<file path="src/common/dcp_consts.svh">
// constants for the disk command parameter engine
// Behaviour
// - Low perpendicular bits change only while the unlock flag is 1.
// - The unlock flag guards bits 3..0 of the perpendicular byte.
// - Sense interrupt status returns the tracked present cylinder.
// - Poll disable set stops the polling routine, clear lets it run.
// - Precompensation starts at a track anywhere from 00 to FFH.
// - Multi-sector transfers start at the given first sector.
// - Relative seek adds or subtracts the offset from the cylinder.
// - Format initialises exactly sectors_per_track sectors.
// - Verify with count enable checks sectors_per_track sectors.
// - Bypass 1 in read data skips sectors marked deleted.
// - Bypass 1 in read deleted accesses only deleted sectors.
// - Bypass 0 accesses every sector whatever its mark.
// - Step pulses are spaced 0.5 to 8 ms in 0.5 ms units at 1 Mbit.
// - Four status registers hold results readable after a command.
// - Write gate timing gives writes a pre-erase period before data.
`ifndef DCP_CONSTS_SVH
`define DCP_CONSTS_SVH
`define DCP_A_CTRL    4'h0
`define DCP_A_PERP    4'h1
`define DCP_A_PRECOMP_START_TRACK  4'h2
`define DCP_A_STEP    4'h3
`define DCP_A_FIRST   4'h4
`define DCP_A_SPT     4'h5
`define DCP_A_RCN     4'h6
`define DCP_A_CMD     4'h7
`define DCP_A_ST0     4'h8
`define DCP_A_ST1     4'h9
`define DCP_A_ST2     4'hA
`define DCP_A_ST3     4'hB
`define DCP_A_PCN     4'hC
`define DCP_A_ISTAT   4'hD
`define DCP_A_IMASK   4'hE
`define DCP_A_CURSEC  4'hF
`define DCP_B_POLLDIS 0
`define DCP_B_BYPASS  1
`define DCP_B_EC      2
`define DCP_B_WRITE_GATE_TIMING   3
`define DCP_B_UNLOCK  4
`define DCP_B_DIRDN   7
`define DCP_B_SE      5
`define DCP_B_T0      4
`define DCP_B_CM      6
`define DCP_I_DONE    0
`define DCP_I_SKIP    1
`define DCP_RST_BYTE  8'h00
`define DCP_CLK_NS       40
`define DCP_STEP_UNIT_NS 500000
`define DCP_PREERASE_NS  320
`define DCP_PREERASE_CYC ((`DCP_PREERASE_NS + `DCP_CLK_NS - 1) / `DCP_CLK_NS)
`define DCP_STEP_UNIT_CYC (`DCP_STEP_UNIT_NS / `DCP_CLK_NS)
`endif

</file>
<file path="src/common/dcp_pkg.sv">
// types of the disk command parameter engine
package dcp_pkg;
	typedef enum logic [1:0] {
		ST_IDLE = 2'b00,
		ST_STEP = 2'b01,
		ST_SECT = 2'b10,
		ST_DONE = 2'b11
	} dcp_state_type;
	typedef enum logic [2:0] {
		OP_NONE    = 3'b000,
		OP_RSEEK   = 3'b001,
		OP_FORMAT  = 3'b010,
		OP_VERIFY  = 3'b011,
		OP_READ    = 3'b100,
		OP_READDEL = 3'b101,
		OP_WRITE   = 3'b110,
		OP_SENSE   = 3'b111
	} dcp_op_type;
	typedef struct packed {
		dcp_state_type st;
		dcp_op_type    op;
		logic [7:0]    ctrl;
		logic [7:0]    perp;
		logic [7:0]    precomp_start_track;
		logic [7:0]    stepc;
		logic [7:0]    first;
		logic [7:0]    spt;
		logic [7:0]    relative_cylinder_offset;
		logic [7:0]    present_cylinder;
		logic [7:0]    target;
		logic [7:0]    cur_sec;
		logic [7:0]    count;
		logic [7:0]    st0;
		logic [7:0]    st1;
		logic [7:0]    st2;
		logic [7:0]    st3;
		logic [7:0]    sensed;
		logic [7:0]    irq;
		logic [7:0]    mask;
		logic [7:0]    rdata;
		logic [13:0]   unit_cnt;
		logic [6:0]    step_cnt;
		logic [3:0]    pre_cnt;
		logic [2:0]    sp_sync;
		logic [2:0]    dm_sync;
		logic          sp_f;
		logic          dm_f;
		logic          step;
		logic          dir;
		logic          we;
		logic          precomp;
		logic          access;
		logic          poll;
		logic          irq_out;
	} dcp_regs_type;
endpackage

</file>
<file path="src/rtl/dcp_engine.sv">
// disk command parameter engine with register port and drive signals
`timescale 1ns/1ps
`default_nettype none
`include "dcp_consts.svh"
module dcp_engine #(
	parameter logic [13:0] STEP_UNIT_CYC = 14'(`DCP_STEP_UNIT_CYC)
) (
	input  wire logic       ref_clk,
	input  wire logic       rst,
	input  wire logic [3:0] addr,
	input  wire logic [7:0] wdata,
	input  wire logic       wr,
	input  wire logic       rd,
	output logic [7:0]      rdata,
	input  wire logic       sector_pulse_pin,
	input  wire logic       deleted_mark_pin,
	output logic            step_pulse,
	output logic            step_dir,
	output logic            write_enable,
	output logic            precomp_enable,
	output logic            poll_active,
	output logic            sector_access,
	output logic            irq
);
	localparam logic [3:0] PRE_CYC = 4'(`DCP_PREERASE_CYC);

	dcp_pkg::dcp_regs_type q;
	dcp_pkg::dcp_regs_type d;
	logic       start;
	logic       sec_edge;
	logic       skip;
	logic       count_mode;
	logic [7:0] set;
	logic [7:0] tgt;
	logic [4:0] base;
	logic [2:0] mult;
	logic [6:0] units;

	always_comb begin
		d = q;
		set = 8'h00;
		tgt = q.present_cylinder;
		skip = 1'b0;
		d.step = 1'b0;
		d.access = 1'b0;
		start = wr && addr == `DCP_A_CMD && q.st == dcp_pkg::ST_IDLE;
		// first stage feeds only the second; filter on stages two and three
		d.sp_sync = {q.sp_sync[1:0], sector_pulse_pin};
		d.dm_sync = {q.dm_sync[1:0], deleted_mark_pin};
		if (q.sp_sync[1] == q.sp_sync[2]) begin
			d.sp_f = q.sp_sync[2];
		end
		if (q.dm_sync[1] == q.dm_sync[2]) begin
			d.dm_f = q.dm_sync[2];
		end
		sec_edge = d.sp_f & ~q.sp_f;

		// 16 - code gives 16 down to 1 half-ms units
		base = 5'h10 - {1'b0, q.stepc[3:0]};
		case (q.stepc[5:4])
			2'h0: mult = 3'h1;
			2'h1: mult = 3'h2;
			// 300 kbit would be x3.33; x3 keeps the multiplier integer
			2'h2: mult = 3'h3;
			default: mult = 3'h4;
		endcase
		units = 7'(base * mult);

		if (wr) begin
			case (addr)
				`DCP_A_CTRL: d.ctrl = wdata;
				`DCP_A_PERP: begin
					d.perp[7:4] = wdata[7:4];
					if (q.ctrl[`DCP_B_UNLOCK]) begin
						d.perp[3:0] = wdata[3:0];
					end
				end
				`DCP_A_PRECOMP_START_TRACK: d.precomp_start_track = wdata;
				`DCP_A_STEP: d.stepc = wdata;
				`DCP_A_FIRST: d.first = wdata;
				`DCP_A_SPT: d.spt = wdata;
				`DCP_A_RCN: d.relative_cylinder_offset = wdata;
				`DCP_A_IMASK: d.mask = wdata;
				default: d.mask = q.mask;
			endcase
		end

		if (q.ctrl[`DCP_B_DIRDN]) begin
			tgt = (q.present_cylinder < q.relative_cylinder_offset) ? 8'h00 : q.present_cylinder - q.relative_cylinder_offset;
		end else begin
			tgt = (8'hFF - q.present_cylinder < q.relative_cylinder_offset) ? 8'hFF : q.present_cylinder + q.relative_cylinder_offset;
		end
		count_mode = q.op == dcp_pkg::OP_FORMAT ||
			(q.op == dcp_pkg::OP_VERIFY && q.ctrl[`DCP_B_EC]);

		case (q.st)
			dcp_pkg::ST_IDLE: begin
				if (start) begin
					d.op = dcp_pkg::dcp_op_type'(wdata[2:0]);
					case (dcp_pkg::dcp_op_type'(wdata[2:0]))
						dcp_pkg::OP_NONE: d.st = dcp_pkg::ST_IDLE;
						dcp_pkg::OP_RSEEK: begin
							d.target = tgt;
							d.step_cnt = units;
							d.unit_cnt = 14'h0000;
							d.dir = tgt < q.present_cylinder;
							d.st = (tgt == q.present_cylinder) ? dcp_pkg::ST_DONE
								: dcp_pkg::ST_STEP;
						end
						dcp_pkg::OP_SENSE: begin
							d.sensed = q.present_cylinder;
							d.st = dcp_pkg::ST_DONE;
						end
						default: begin
							d.st2 = 8'h00;
							d.cur_sec = q.first;
							d.count = 8'h00;
							d.we = wdata[2:0] == 3'(dcp_pkg::OP_WRITE) ||
								wdata[2:0] == 3'(dcp_pkg::OP_FORMAT);
							// perpendicular drives need erase ahead of data
							d.pre_cnt = (d.we && q.ctrl[`DCP_B_WRITE_GATE_TIMING])
								? PRE_CYC : 4'h0;
							d.st = dcp_pkg::ST_SECT;
						end
					endcase
				end
			end
			dcp_pkg::ST_STEP: begin
				if (q.unit_cnt == STEP_UNIT_CYC - 14'h0001) begin
					d.unit_cnt = 14'h0000;
					if (q.step_cnt == 7'h01) begin
						d.step = 1'b1;
						d.present_cylinder = q.dir ? q.present_cylinder - 8'h01 : q.present_cylinder + 8'h01;
						d.step_cnt = units;
						if (d.present_cylinder == q.target) begin
							d.st = dcp_pkg::ST_DONE;
						end
					end else begin
						d.step_cnt = q.step_cnt - 7'h01;
					end
				end else begin
					d.unit_cnt = q.unit_cnt + 14'h0001;
				end
			end
			dcp_pkg::ST_SECT: begin
				if (q.pre_cnt != 4'h0) begin
					d.pre_cnt = q.pre_cnt - 4'h1;
				end else if (sec_edge) begin
					skip = q.ctrl[`DCP_B_BYPASS] &&
						((q.op == dcp_pkg::OP_READ && q.dm_f) ||
						(q.op == dcp_pkg::OP_READDEL && !q.dm_f));
					if (skip) begin
						d.st2[`DCP_B_CM] = 1'b1;
						set[`DCP_I_SKIP] = 1'b1;
					end else begin
						d.access = 1'b1;
						d.count = q.count + 8'h01;
					end
					// a bypassed sector still uses up its number
					d.cur_sec = q.cur_sec + 8'h01;
					if (count_mode ? d.count == q.spt
						: q.cur_sec == q.spt) begin
						// host reads back the last sector reached
						d.cur_sec = q.cur_sec;
						d.st = dcp_pkg::ST_DONE;
					end
				end
			end
			dcp_pkg::ST_DONE: begin
				d.we = 1'b0;
				if (q.op != dcp_pkg::OP_SENSE) begin
					d.st0 = 8'h00;
					d.st0[`DCP_B_SE] = q.op == dcp_pkg::OP_RSEEK;
					d.st1 = 8'h00;
				end
				d.st3 = 8'h00;
				d.st3[`DCP_B_T0] = q.present_cylinder == 8'h00;
				set[`DCP_I_DONE] = 1'b1;
				d.st = dcp_pkg::ST_IDLE;
			end
			default: d.st = dcp_pkg::ST_IDLE;
		endcase

		d.rdata = 8'h00;
		if (rd) begin
			case (addr)
				`DCP_A_CTRL: d.rdata = q.ctrl;
				`DCP_A_PERP: d.rdata = q.perp;
				`DCP_A_PRECOMP_START_TRACK: d.rdata = q.precomp_start_track;
				`DCP_A_STEP: d.rdata = q.stepc;
				`DCP_A_FIRST: d.rdata = q.first;
				`DCP_A_SPT: d.rdata = q.spt;
				`DCP_A_RCN: d.rdata = q.relative_cylinder_offset;
				`DCP_A_CMD: d.rdata = {3'h0, q.st, q.op};
				`DCP_A_ST0: d.rdata = q.st0;
				`DCP_A_ST1: d.rdata = q.st1;
				`DCP_A_ST2: d.rdata = q.st2;
				`DCP_A_ST3: d.rdata = q.st3;
				`DCP_A_PCN: d.rdata = q.sensed;
				`DCP_A_ISTAT: d.rdata = q.irq;
				`DCP_A_IMASK: d.rdata = q.mask;
				default: d.rdata = q.cur_sec;
			endcase
		end
		// a new event in the clearing read survives
		d.irq = ((rd && addr == `DCP_A_ISTAT) ? 8'h00 : q.irq) | set;
		d.irq_out = |(d.irq & d.mask);
		d.poll = !d.ctrl[`DCP_B_POLLDIS];
		d.precomp = d.we && d.present_cylinder >= d.precomp_start_track;
	end

	always_ff @(posedge ref_clk) begin
		if (rst) begin
			q <= '0;
		end else begin
			q <= d;
		end
	end

	assign rdata = q.rdata;
	assign step_pulse = q.step;
	assign step_dir = q.dir;
	assign write_enable = q.we;
	assign precomp_enable = q.precomp;
	assign poll_active = q.poll;
	assign sector_access = q.access;
	assign irq = q.irq_out;
endmodule
`default_nettype wire

</file>
<file path="config.mk">
export PLATFORM = sky130hd
export DESIGN_NAME = dcp_engine
export DESIGN_NICKNAME = d
export VERILOG_FILES = /design/src/common/dcp_pkg.sv /design/src/rtl/dcp_engine.sv
export VERILOG_INCLUDE_DIRS = /design/src /design/src/common
export SDC_FILE = /design/constraint.sdc
export NUM_CORES = 1
export LEC_CHECK = 0
export CAP_MARGIN = 20
export CORE_MARGIN = 5
export CORE_UTILIZATION = 30
export DETAILED_ROUTE_END_ITERATION = 12
export DONT_BUFFER_PORTS = 1
export PLACE_DENSITY = 0.44
export SETUP_SLACK_MARGIN = 0.05
export SLEW_MARGIN = 10
export SYNTH_ARGS = -nofsm -noshare
export SYNTH_HDL_FRONTEND = slang
export SYNTH_SLANG_ARGS = --single-unit
</file>
<file path="constraint.sdc">
create_clock -name ref_clk -period 7 [get_ports ref_clk]
set_input_delay 0.7 -clock ref_clk [delete_from_list [all_inputs] [get_ports ref_clk]]
set_output_delay 0.7 -clock ref_clk [all_outputs]
set_load 0.05 [all_outputs]
</file>
==> results of run 1 <==
layer usage:
layer,global-route usage (%),share of wire (%),vias up
met1,24.6,50,4234
met4,3.52,1.0,0
met3,3.76,5.4,18
met2,25.5,43,177
met5,0,0,-
li1,-,-,4362
flip-flops by register name (all words and copies together), names as in the netlist:
signal	count
d	4
irq	1
poll_active	1
precomp_enable	1
q	149
rdata	8
sector_access	1
step_dir	1
step_pulse	1
write_enable	1
power by group through the flow:
stage | combinational, uW | clock [uW] | sequential, uW
after floorplan | 319 | 0 | 1020
after global placement | 382 | 0 | 1040
after detailed placement | 383 | 0 | 1040
after CTS | 384 | 1040 | 1020
after global routing | 429 | 1080 | 1020
final | 383 | 1010 | 1020
cell usage after synthesis (all sizes together) (10+ instances only):
cell type	n
a211oi	11
a21o	14
a21oi	85
a22oi	13
and2	16
and3	13
buf	25
clkbuf	53
dfxtp	168
ha	66
inv	66
mux2i	72
nand2	93
nand2b	21
nand3	34
nand4	16
nor2	175
nor2b	21
nor3	30
o211ai	10
o21ai	64
o22ai	10
xnor2	40
xor2	11
cell type report:
type / instances / area, um2
clock buffers: 24 / 472
clock inverters: 8 / 144
fillers: 3671 / 23100
inverters: 66 / 248
multi-input cells: 961 / 6460
flip-flops and latches: 168 / 3360
well taps: 455 / 569
repair buffers: 5 / 37.5
cells in the final DEF, fill, tap and decap left out, drive strengths merged, types with 5 or more instances in the layout:
cell type and count:
a2111oi 6, a211oi 11, a21o 14, a21oi 85, a22oi 13, a31oi 8
a32oi 5, and2 16, and3 13, buf 5, clkbuf 24, dfxtp 168
fa 7, ha 66, inv 66, mux2 7, mux2i 72, mux4 5
nand2 93, nand2b 21, nand3 34, nand4 16, nor2 175, nor2b 21
nor3 30, nor3b 9, nor4 8, o211ai 10, o21a 6, o21ai 64
o21bai 9, o221ai 5, o22ai 10, o31ai 8, or3 9, xnor2 40
xor2 11
critical path, cell delays in order, from the launching register on:
cell,delay (ns)
dfxtp_1,0.36
or4b_1,0.55
or4_1,0.57
nor2_1,0.72
xnor2_1,0.20
ha_1,0.32
nand2b_1,0.14
a21o_1,0.17
a21o_1,0.16
a21o_1,0.17
a21oi_1,0.15
nor2b_1,0.06
o21ai_0,0.15
a21oi_1,0.08
kinds of logic after synthesis:
family	after synthesis	synth area share, %
adder cells (fa/ha/maj)	73	9.27
buffers and inverters	144	5.70
AND/OR/NAND/NOR	464	21.4
flip-flops	168	32.3
multiplexers	84	8.75
AO/OA/AOI/OAI	289	18.3
XOR/XNOR	51	4.36
per-stage QoR:
step / hold WS (ns) / area (um2) / setup slack, ns
after floorplan: 0.414 / 10400 / 3.59
after global placement: 0.417 / 10700 / 3.11
after detailed placement: 0.420 / 10700 / 3.08
after CTS: 0.317 / 11300 / 3.08
after global routing: 0.334 / 11300 / 2.76
final: 0.347 / 11300 / 3.08
worst paths after layout:
kind	cells past startpoint	start	slack, ns	to
setup / recovery	13	q[29]$_SDFFE_PP0P_	3.08	precomp_enable$_SDFF_PP0_
hold / removal	1	rst	0.35	q[116]$_SDFFE_PP0P_
setup reg to reg	13	q[29]$_SDFFE_PP0P_	3.08	precomp_enable$_SDFF_PP0_
hold reg to reg	1	d[13]$_SDFF_PP0_	0.44	d[14]$_SDFF_PP0_
==> impl_metrics.py, run 1 <==
metrics = {
    "clock_tree": {
        "cts_hold_buffers": 0,
        "post_cts_buffers": 0,
        "clk_pin_slew_worst_paths_ns": 0.07,
        "cts_tree": "yes",
        "ctsRootBufferMaster": "clkbuf_16",
        "htreeDepth": 4,
        "cts_buffer_depth": 2,
        "cts_buffers": 17,
        "cts_sinks": 168,
        "insertion_delay_ns": 0.43,
        "post_cts_resize_count": 0,
    },
    "grt": {
        "grt_pass1_wl_um": 50600,
        "antenna_found_initial": 0,
        "grt_max_degree": 132,
        "grt_pass1_vias": 8358,
        "gr-usage-all-layers_pct": 16.8,
        "gr-total-overflow": 0,
    },
    "timing": {
        "report.final.slew_viol_count": 0,
        "hold_viol_final": 0,
        "setup_tns_ns": 0,
        "min_period_ns": 3.92,
        "max_slew.worst_pin.slew_ns": 1.00,
        "max_freq_ghz": 0.255,
        "fin_crit_sh_pct": 56.0,
        "rsz0062_at_grt": "false",
        "clock_skew_ns": 0.00809,
        "slew_headroom_pct": 32.9,
        "finalSetupViolCount": 0,
    },
    "routing": {
        "drc": 0,
        "vias_per_cell": 5.21,
        "wire_per_inst_um": 19.5,
        "dr_total_vias": 8791,
        "drt-total-wl_um": 32900,
        "drtIter0Drc": 558,
        "drtAntennaViolNets": 0,
        "drtPass1Iterations": 5,
    },
    "placement": {
        "routabilityCongestion": 0.857,
        "dp.cells": 1653,
        "dpl.hpwl_um": 24100,
        "io_buffer_count": 0,
    },
    "synth": {
        "synth_fp_nets": 1364,
        "synth_cell_type_count": 82,
        "synth-main-ff-cell": "dfxtp_1",
        "syn_inst": 1273,
        "synth_warnings": 0,
        "synth_top_area_share_pct": 32.3,
        "netlist_area_um2": 10400,
        "synth_edf_count": 0,
        "syn_avg_cell_area_um2": 8.18,
        "synth_area_leaders": "dfxtp_1 (32%), ha_1 (7.9%), mux2i_1 (6.9%), nor2_1 (6.3%), a21oi_1 (4.1%)",
        "synth_top_area_cell": "dfxtp_1",
        "synth_seq_cells": 168,
        "synth_async_sr_flop_share_pct": 0,
        "seq_area_frac_synth_pct": 32.3,
    },
    "layout": {
        "n_antenna_cell": 0,
        "postLayoutCoreUtil_pct": 32.9,
        "layoutNonFillerInstCount": 1687,
        "layout-drive-gt1-share_pct": 5.28,
        "syn2layout_area_growth_pct": 8.41,
        "nets": 1310,
    },
    "floorplan": {
        "fp.dieArea_um2": 38600,
        "io_pins": 33,
        "core-area_um2": 34400,
        "dieWidth_um": 196,
        "start_util_pct": 30.3,
        "die_y_um": 196,
        "num_rows": 68,
    },
    "status": {
        "status": "complete, no violations",
    },
    "setup_path": {
        "path_class": "reg2reg",
        "critPathLaunchType": "flop",
        "critical_path_required_ns": 7.32,
        "critPathCaptureType": "flop",
        "worstPathMaxFanout": 12,
        "cp_data_arrival_time_ns": 4.24,
    },
    "power": {
        "p_leak_uw": 0.00425,
        "switchingPower_uw": 688,
        "comb_power_share_pct": 15.9,
        "total_power_uw": 2410,
        "switching_share_pct": 28.5,
        "power_density_nw_per_um2": 214,
        "power.internal_uw": 1720,
        "power.share.clock_pct": 41.9,
        "ir_drop_uv": 174,
        "seq_power_share_pct": 42.2,
    },
    "worst_hold_path": {
        "min_path_type": "in2reg",
    },
    "job": {
        "drv_cap": 0,
    },
}
Power figures use the tool's default switching activity.
==> run 2: changes to the inputs <==
==> constraint.sdc (replaced) <==
create_clock -name ref_clk -period 3.75 [get_ports ref_clk]
set_input_delay 0.375 -clock ref_clk [delete_from_list [all_inputs] [get_ports ref_clk]]
set_output_delay 0.375 -clock ref_clk [all_outputs]
set_load 0.05 [all_outputs]
==> run 2 against run 1 <==
Net effect: global-route usage up 0.95 points; clock power up 77%; die area unchanged; via count up 2.3%; combinational power up 100%; core utilization up 0.82 points; clock skew up 0.010 ns; register-to-register slack worse by 2.8 ns.
==> impl_metrics.py, run 2 (synthesized netlist as in run 1, its figures left out) <==
metrics = {
    "setup_path": {
        "critical_path_required_ns": 4.13,
        "worst_path_largest_cell_delay_ns": 0.40,
        "cp-startpoint": "q[128]$_SDFF_PP0_",
        "cp_data_arrival_time_ns": 3.88,
        "worstPathMaxFanout": 5,
        "critPathLaunchType": "flop",
        "reg2reg_to": "step_dir$_SDFFE_PP0P_",
        "path_class": "reg2reg",
        "r2r_start": "q[128]$_SDFF_PP0_",
        "worstPathCellList": "inv_1 > ha_1 > fa_1 > o21bai_1 > a21oi_2 > o21bai_2 > a2111oi_2 > a211o_1 > buf_4 > o22ai_1 > ha_1 > nor2b_1 > o21ai_0 > nand2b_1 > a21oi_1 > o211ai_1 > a21oi_1",
        "critPathCaptureType": "flop",
        "rr_worst_depth": 17,
        "cpMaxStageDelayCell": "fa_1",
        "rrSetupSlack_ns": 0.26,
        "crit_family": "compound AO/OA/AOI/OAI gates",
        "critPathBufInv": 2,
    },
    "routing": {
        "vias_per_cell": 5.23,
        "drc": 0,
        "drtIter0Drc": 631,
        "drtAntennaViolNets": 0,
        "wire_per_inst_um": 19.8,
        "drt-total-wl_um": 34100,
        "drtPass1Iterations": 7,
        "dr_total_vias": 8993,
    },
    "layout": {
        "nets": 1344,
        "regMostFlops": "q",
        "largest_reg_flops": 149,
        "nFillCells": 3663,
        "syn2layout_area_growth_pct": 11.1,
        "layout-drive-gt1-share_pct": 9.00,
        "layout_commonest_cell": "nor2_1",
        "n_antenna_cell": 0,
        "postLayoutCoreUtil_pct": 33.7,
        "final_cell_mix": "nor2_1 (174), dfxtp_1 (165), nand2_1 (93)",
    },
    "grt": {
        "grtUsageMet1_pct": 25.4,
        "grt_pass1_vias": 8695,
        "grt_max_degree": 88,
        "antenna_found_initial": 0,
        "gr-total-overflow": 0,
        "grt_busiest_layer": "met2",
        "met2_usage_pct": 27.5,
        "met3_usage_pct": 3.97,
        "grt_pass1_wl_um": 53300,
        "gr-usage-all-layers_pct": 17.8,
    },
    "worst_hold_path": {
        "worstHoldStart": "rst",
        "hold_path_end": "q[101]$_SDFFE_PP0P_",
        "hold_depth": 1,
        "min_path_type": "in2reg",
    },
    "placement": {
        "io_buffer_count": 0,
        "dpl.hpwl_um": 24900,
        "routabilityCongestion": 0.860,
    },
    "job": {
        "drv_cap": 0,
    },
    "timing": {
        "fin_crit_sh_pct": 93.1,
        "hold_viol_final": 0,
        "report.final.slew_viol_count": 0,
        "max_slew.worst_pin.slew_ns": 0.997,
        "hold_slack_ns": 0.0391,
        "clock_skew_ns": 0.0181,
        "setup_tns_ns": 0,
        "finalSetupViolCount": 0,
        "min_period_ns": 3.49,
        "rsz0062_at_grt": "false",
        "max_freq_ghz": 0.286,
        "slew_headroom_pct": 33.3,
    },
    "clock_tree": {
        "clk_pin_slew_worst_paths_ns": 0.08,
        "cts_sinks": 168,
        "htreeDepth": 4,
        "ctsRootBufferMaster": "clkbuf_16",
        "insertion_delay_ns": 0.46,
        "cts_buffers": 17,
        "cts_buffer_depth": 2,
        "cts_tree": "yes",
    },
    "floorplan": {
        "die_y_um": 196,
        "core-area_um2": 34400,
        "num_rows": 68,
        "dieWidth_um": 196,
        "fp.dieArea_um2": 38600,
        "start_util_pct": 30.3,
        "io_pins": 33,
    },
    "power": {
        "p_leak_uw": 0.00442,
        "ir_drop_uv": 275,
        "power_density_nw_per_um2": 383,
    },
    "status": {
        "status": "complete, no violations",
    },
}
run 2: stage by stage:
step | area (um2) | setup WS [ns] | total power (uW) | std cells
after floorplan | 10400 | 0.340 | 2490 | 1273
after global placement | 10900 | 0.175 | 2680 | 1686
after detailed placement | 10900 | 0.125 | 2680 | 1686
after CTS | 11500 | 0.0768 | 4490 | 1719
after global routing | 11600 | 0.0709 | 4660 | 1721
final | 11600 | 0.257 | 4430 | 1721
run 2: worst max-delay path by stage:
stage	to	slack, ns	depth (start not counted)
after CTS	q[196]$_SDFFE_PP0P_	0.08	17
after global placement	q[196]$_SDFFE_PP0P_	0.17	17
final	step_dir$_SDFFE_PP0P_	0.26	17
after detailed placement	q[196]$_SDFFE_PP0P_	0.12	17
after global routing	q[196]$_SDFFE_PP0P_	0.07	18
after floorplan	step_dir$_SDFFE_PP0P_	0.34	18
run 2: cell type report:
class | instances | area (um2) | share of cell area (%)
Sequential cell | 168 | 3370 | 29.1
Clock buffer | 17 | 425 | 3.67
Timing Repair Buffer | 39 | 305 | 2.64
Tap cell | 455 | 569 | 4.92
Clock inverter | 15 | 155 | 1.34
Inverter | 66 | 248 | 2.14
Multi-Input combinational cell | 961 | 6510 | 56.2
run 2: routing by layer:
layer | up-vias | share of wire, %
li1 | 4442 | -
met1 | 4344 | 49
met2 | 178 | 44
met3 | 29 | 5.3
met4 | 0 | 1.4
met5 | - | 0
run 2: power breakdown:
group          total (uW)  internal [uW]  switching (uW)
Clock                1790            892             893
Sequential           1880           1820            54.8
Combinational         769            267             503
Total                4430           2980            1450
run 2: worst reg2reg max path, cell delays in order, from the launching register on:
cell	delay, ns
dfxtp_2	0.35
inv_1	0.05
ha_1	0.21
fa_1	0.40
o21bai_1	0.21
a21oi_2	0.11
o21bai_2	0.18
a2111oi_2	0.09
a211o_1	0.29
buf_4	0.17
o22ai_1	0.26
ha_1	0.30
nor2b_1	0.13
o21ai_0	0.16
nand2b_1	0.07
a21oi_1	0.19
o211ai_1	0.12
a21oi_1	0.13
run 2: what timing repair did:
action,CTS,global route
hold buffers,1,0
setup buffers,0,2
hold endpoints to repair,45,0
setup endpoints to repair,0,2
resized for setup,0,16
==> run 3: changes to the inputs <==
--- a/config.mk
+++ b/config.mk
@@ -11,7 +11,6 @@
 export CORE_UTILIZATION = 30
 export DETAILED_ROUTE_END_ITERATION = 12
 export DONT_BUFFER_PORTS = 1
-export PLACE_DENSITY = 0.44
 export SETUP_SLACK_MARGIN = 0.05
 export SLEW_MARGIN = 10
 export SYNTH_ARGS = -nofsm -noshare
==> constraint.sdc (replaced) <==
create_clock -name ref_clk -period 3.2 [get_ports ref_clk]
set_input_delay 0.32 -clock ref_clk [delete_from_list [all_inputs] [get_ports ref_clk]]
set_output_delay 0.32 -clock ref_clk [all_outputs]
set_load 0.05 [all_outputs]
==> run 3 against run 2 <==
Net effect: maximum frequency is 4.3% higher; the run now ends with setup timing left; sequential share of layout area is 2.9 points lower; clock skew decreased by 0.0050 ns; clock power is 15% higher; largest cell class unchanged; die area unchanged; final area increased by 11%.
==> impl_metrics.py, run 3 (synthesized netlist as in run 1, its figures left out) <==
metrics = {
    "status": {
        "status": "finished with violations",
        "failed_checks": "setup timing",
    },
    "worst_hold_path": {
        "hold_path_end": "rdata[7]$_SDFF_PP0_",
        "min_path_type": "in2reg",
        "worstHoldStart": "addr[3]",
        "hold_depth": 1,
    },
    "timing": {
        "max_freq_ghz": 0.299,
        "setup_tns_ns": -0.150,
        "finalSetupViolCount": 1,
        "max_slew.worst_pin.slew_ns": 0.925,
        "hold_viol_final": 0,
        "fin_crit_sh_pct": 105,
        "fin_ws_ns": -0.150,
        "hold_slack_ns": 0.0238,
        "report.final.slew_viol_count": 0,
        "clock_skew_ns": 0.0130,
        "rsz0062_at_grt": "true",
        "slew_headroom_pct": 38.1,
        "min_period_ns": 3.35,
    },
    "clock_tree": {
        "cts_buffers": 17,
        "insertion_delay_ns": 0.44,
        "cts_tree": "yes",
        "cts_buffer_depth": 2,
        "clk_pin_slew_worst_paths_ns": 0.07,
        "cts_sinks": 168,
        "htreeDepth": 4,
        "ctsRootBufferMaster": "clkbuf_16",
    },
    "routing": {
        "vias_per_cell": 5.19,
        "drt-total-wl_um": 32500,
        "dr_total_vias": 9574,
        "drtPass1Iterations": 5,
        "drc": 0,
        "drtAntennaViolNets": 0,
        "wire_per_inst_um": 17.6,
        "drtIter0Drc": 696,
    },
    "grt": {
        "gr-total-overflow": 0,
        "grt_pass1_vias": 9327,
        "antenna_found_initial": 0,
        "gr-usage-all-layers_pct": 16.5,
        "grt_pass1_wl_um": 51300,
        "grt_max_degree": 79,
    },
    "placement": {
        "io_buffer_count": 0,
        "dp.cells": 1730,
        "placed_area_um2": 11300,
        "routabilityCongestion": 0.930,
        "place_ws_ns": -0.341,
        "dpl.hpwl_um": 23000,
    },
    "power": {
        "power.internal_uw": 3630,
        "comb_power_share_pct": 18.6,
        "switchingPower_uw": 1600,
        "power_density_nw_per_um2": 406,
        "seq_power_share_pct": 42.2,
        "power.share.clock_pct": 39.2,
        "switching_share_pct": 30.6,
        "p_leak_uw": 0.00522,
        "ir_drop_uv": 285,
    },
    "layout": {
        "nFillCells": 3510,
        "nets": 1468,
        "layoutNonFillerInstCount": 1844,
        "syn2layout_area_growth_pct": 23.6,
        "final_area_um2": 12900,
        "regMostFlops": "q",
        "largest_reg_flops": 149,
        "layout_commonest_cell": "nor2_1",
        "n_antenna_cell": 0,
        "final_cell_mix": "nor2_1 (171), dfxtp_1 (161), nand2_1 (93)",
        "multiInputGateArea_um2": 6680,
        "layout-drive-gt1-share_pct": 14.8,
        "regArea_um2": 3380,
    },
    "floorplan": {
        "start_util_pct": 30.3,
        "core-area_um2": 34400,
        "io_pins": 33,
        "fp.dieArea_um2": 38600,
        "num_rows": 68,
        "die_y_um": 196,
        "dieWidth_um": 196,
    },
    "setup_path": {
        "reg2reg_to": "q[196]$_SDFFE_PP0P_",
        "critPathCaptureType": "flop",
        "rr_worst_depth": 18,
        "rrSetupSlack_ns": -0.15,
        "critical_path_required_ns": 3.56,
        "critPathLaunchType": "flop",
        "cp_data_arrival_time_ns": 3.71,
        "worstPathMaxFanout": 6,
        "path_class": "reg2reg",
        "r2r_start": "q[128]$_SDFF_PP0_",
    },
    "job": {
        "drv_cap": 0,
    },
}
==> run 3: layout make-up <==
type,instances,share of cell area [%]
Timing Repair Buffer,163,11.1
Tap cell,455,4.42
Multi-Input combinational cell,961,51.9
Clock inverter,12,0.933
Clock buffer,19,3.52
Sequential cell,168,26.2
Inverter,66,1.94
==> run 3: worst max-delay path by stage <==
stage | from | end | slack, ns | cells past startpoint
after floorplan | q[128]$_SDFF_PP0_ | step_dir$_SDFFE_PP0P_ | 0.04 | 18
after global placement | q[129]$_SDFF_PP0_ | q[196]$_SDFFE_PP0P_ | -0.28 | 18
after detailed placement | q[129]$_SDFF_PP0_ | q[196]$_SDFFE_PP0P_ | -0.34 | 18
after CTS | q[128]$_SDFF_PP0_ | q[196]$_SDFFE_PP0P_ | -0.16 | 19
after global routing | q[128]$_SDFF_PP0_ | q[196]$_SDFFE_PP0P_ | -0.31 | 18
final | q[128]$_SDFF_PP0_ | q[196]$_SDFFE_PP0P_ | -0.15 | 18
==> run 3: power by group through the flow <==
stage | registers [uW] | logic, uW | clock network (uW)
3_3_place_gp | 2250 | 867 | 0
4_1_cts | 2200 | 938 | 2080
3_5_place_dp | 2250 | 882 | 0
2_1_floorplan | 2220 | 697 | 0
6_report | 2200 | 974 | 2050
5_1_grt | 2210 | 1070 | 2170
==> run 3: critical path: stages (launching register included) <==
cell       delay [ns]
dfxtp_4          0.37
inv_4            0.04
ha_4             0.15
fa_2             0.34
o21bai_1         0.19
a21oi_2          0.09
o21bai_1         0.20
a2111oi_1        0.11
a211o_1          0.32
o21ai_1          0.15
o31a_1           0.20
ha_1             0.17
nand4_1          0.15
o31ai_2          0.30
buf_4            0.15
nand2_1          0.04
o21ai_1          0.07
nor3_1           0.06
nor3_1           0.17
==> run 3: per-stage QoR <==
| stage | utilization, % | power (uW) |
|---|---|---|
| 3_5_place_dp | 32.8 | 3130 |
| 2_1_floorplan | - | 2920 |
| 5_1_grt | 37.5 | 5450 |
| 3_3_place_gp | 32.8 | 3120 |
| 4_1_cts | 37.0 | 5220 |
| 6_report | 37.5 | 5230 |
==> run 3: metal layers <==
layer / share of wire [%] / global-route usage [%] / wire length [um]
met1: 45 / 22.1 / 14600
met2: 46 / 27.0 / 15100
met3: 6.6 / 3.38 / 2130
met4: 2.1 / 4.60 / 680
met5: 0 / 0 / 0
==> run 3: what timing repair did <==
| item | 4_1_cts | 5_1_grt |
|---|---|---|
| endpoints found under the hold margin | 124 | 3 |
| endpoints found under the setup margin | 3 | 11 |
| hold buffers | 72 | 1 |
| gates resized for setup | 27 | 31 |
| pin swaps | 30 | 31 |
| setup buffers | 6 | 8 |
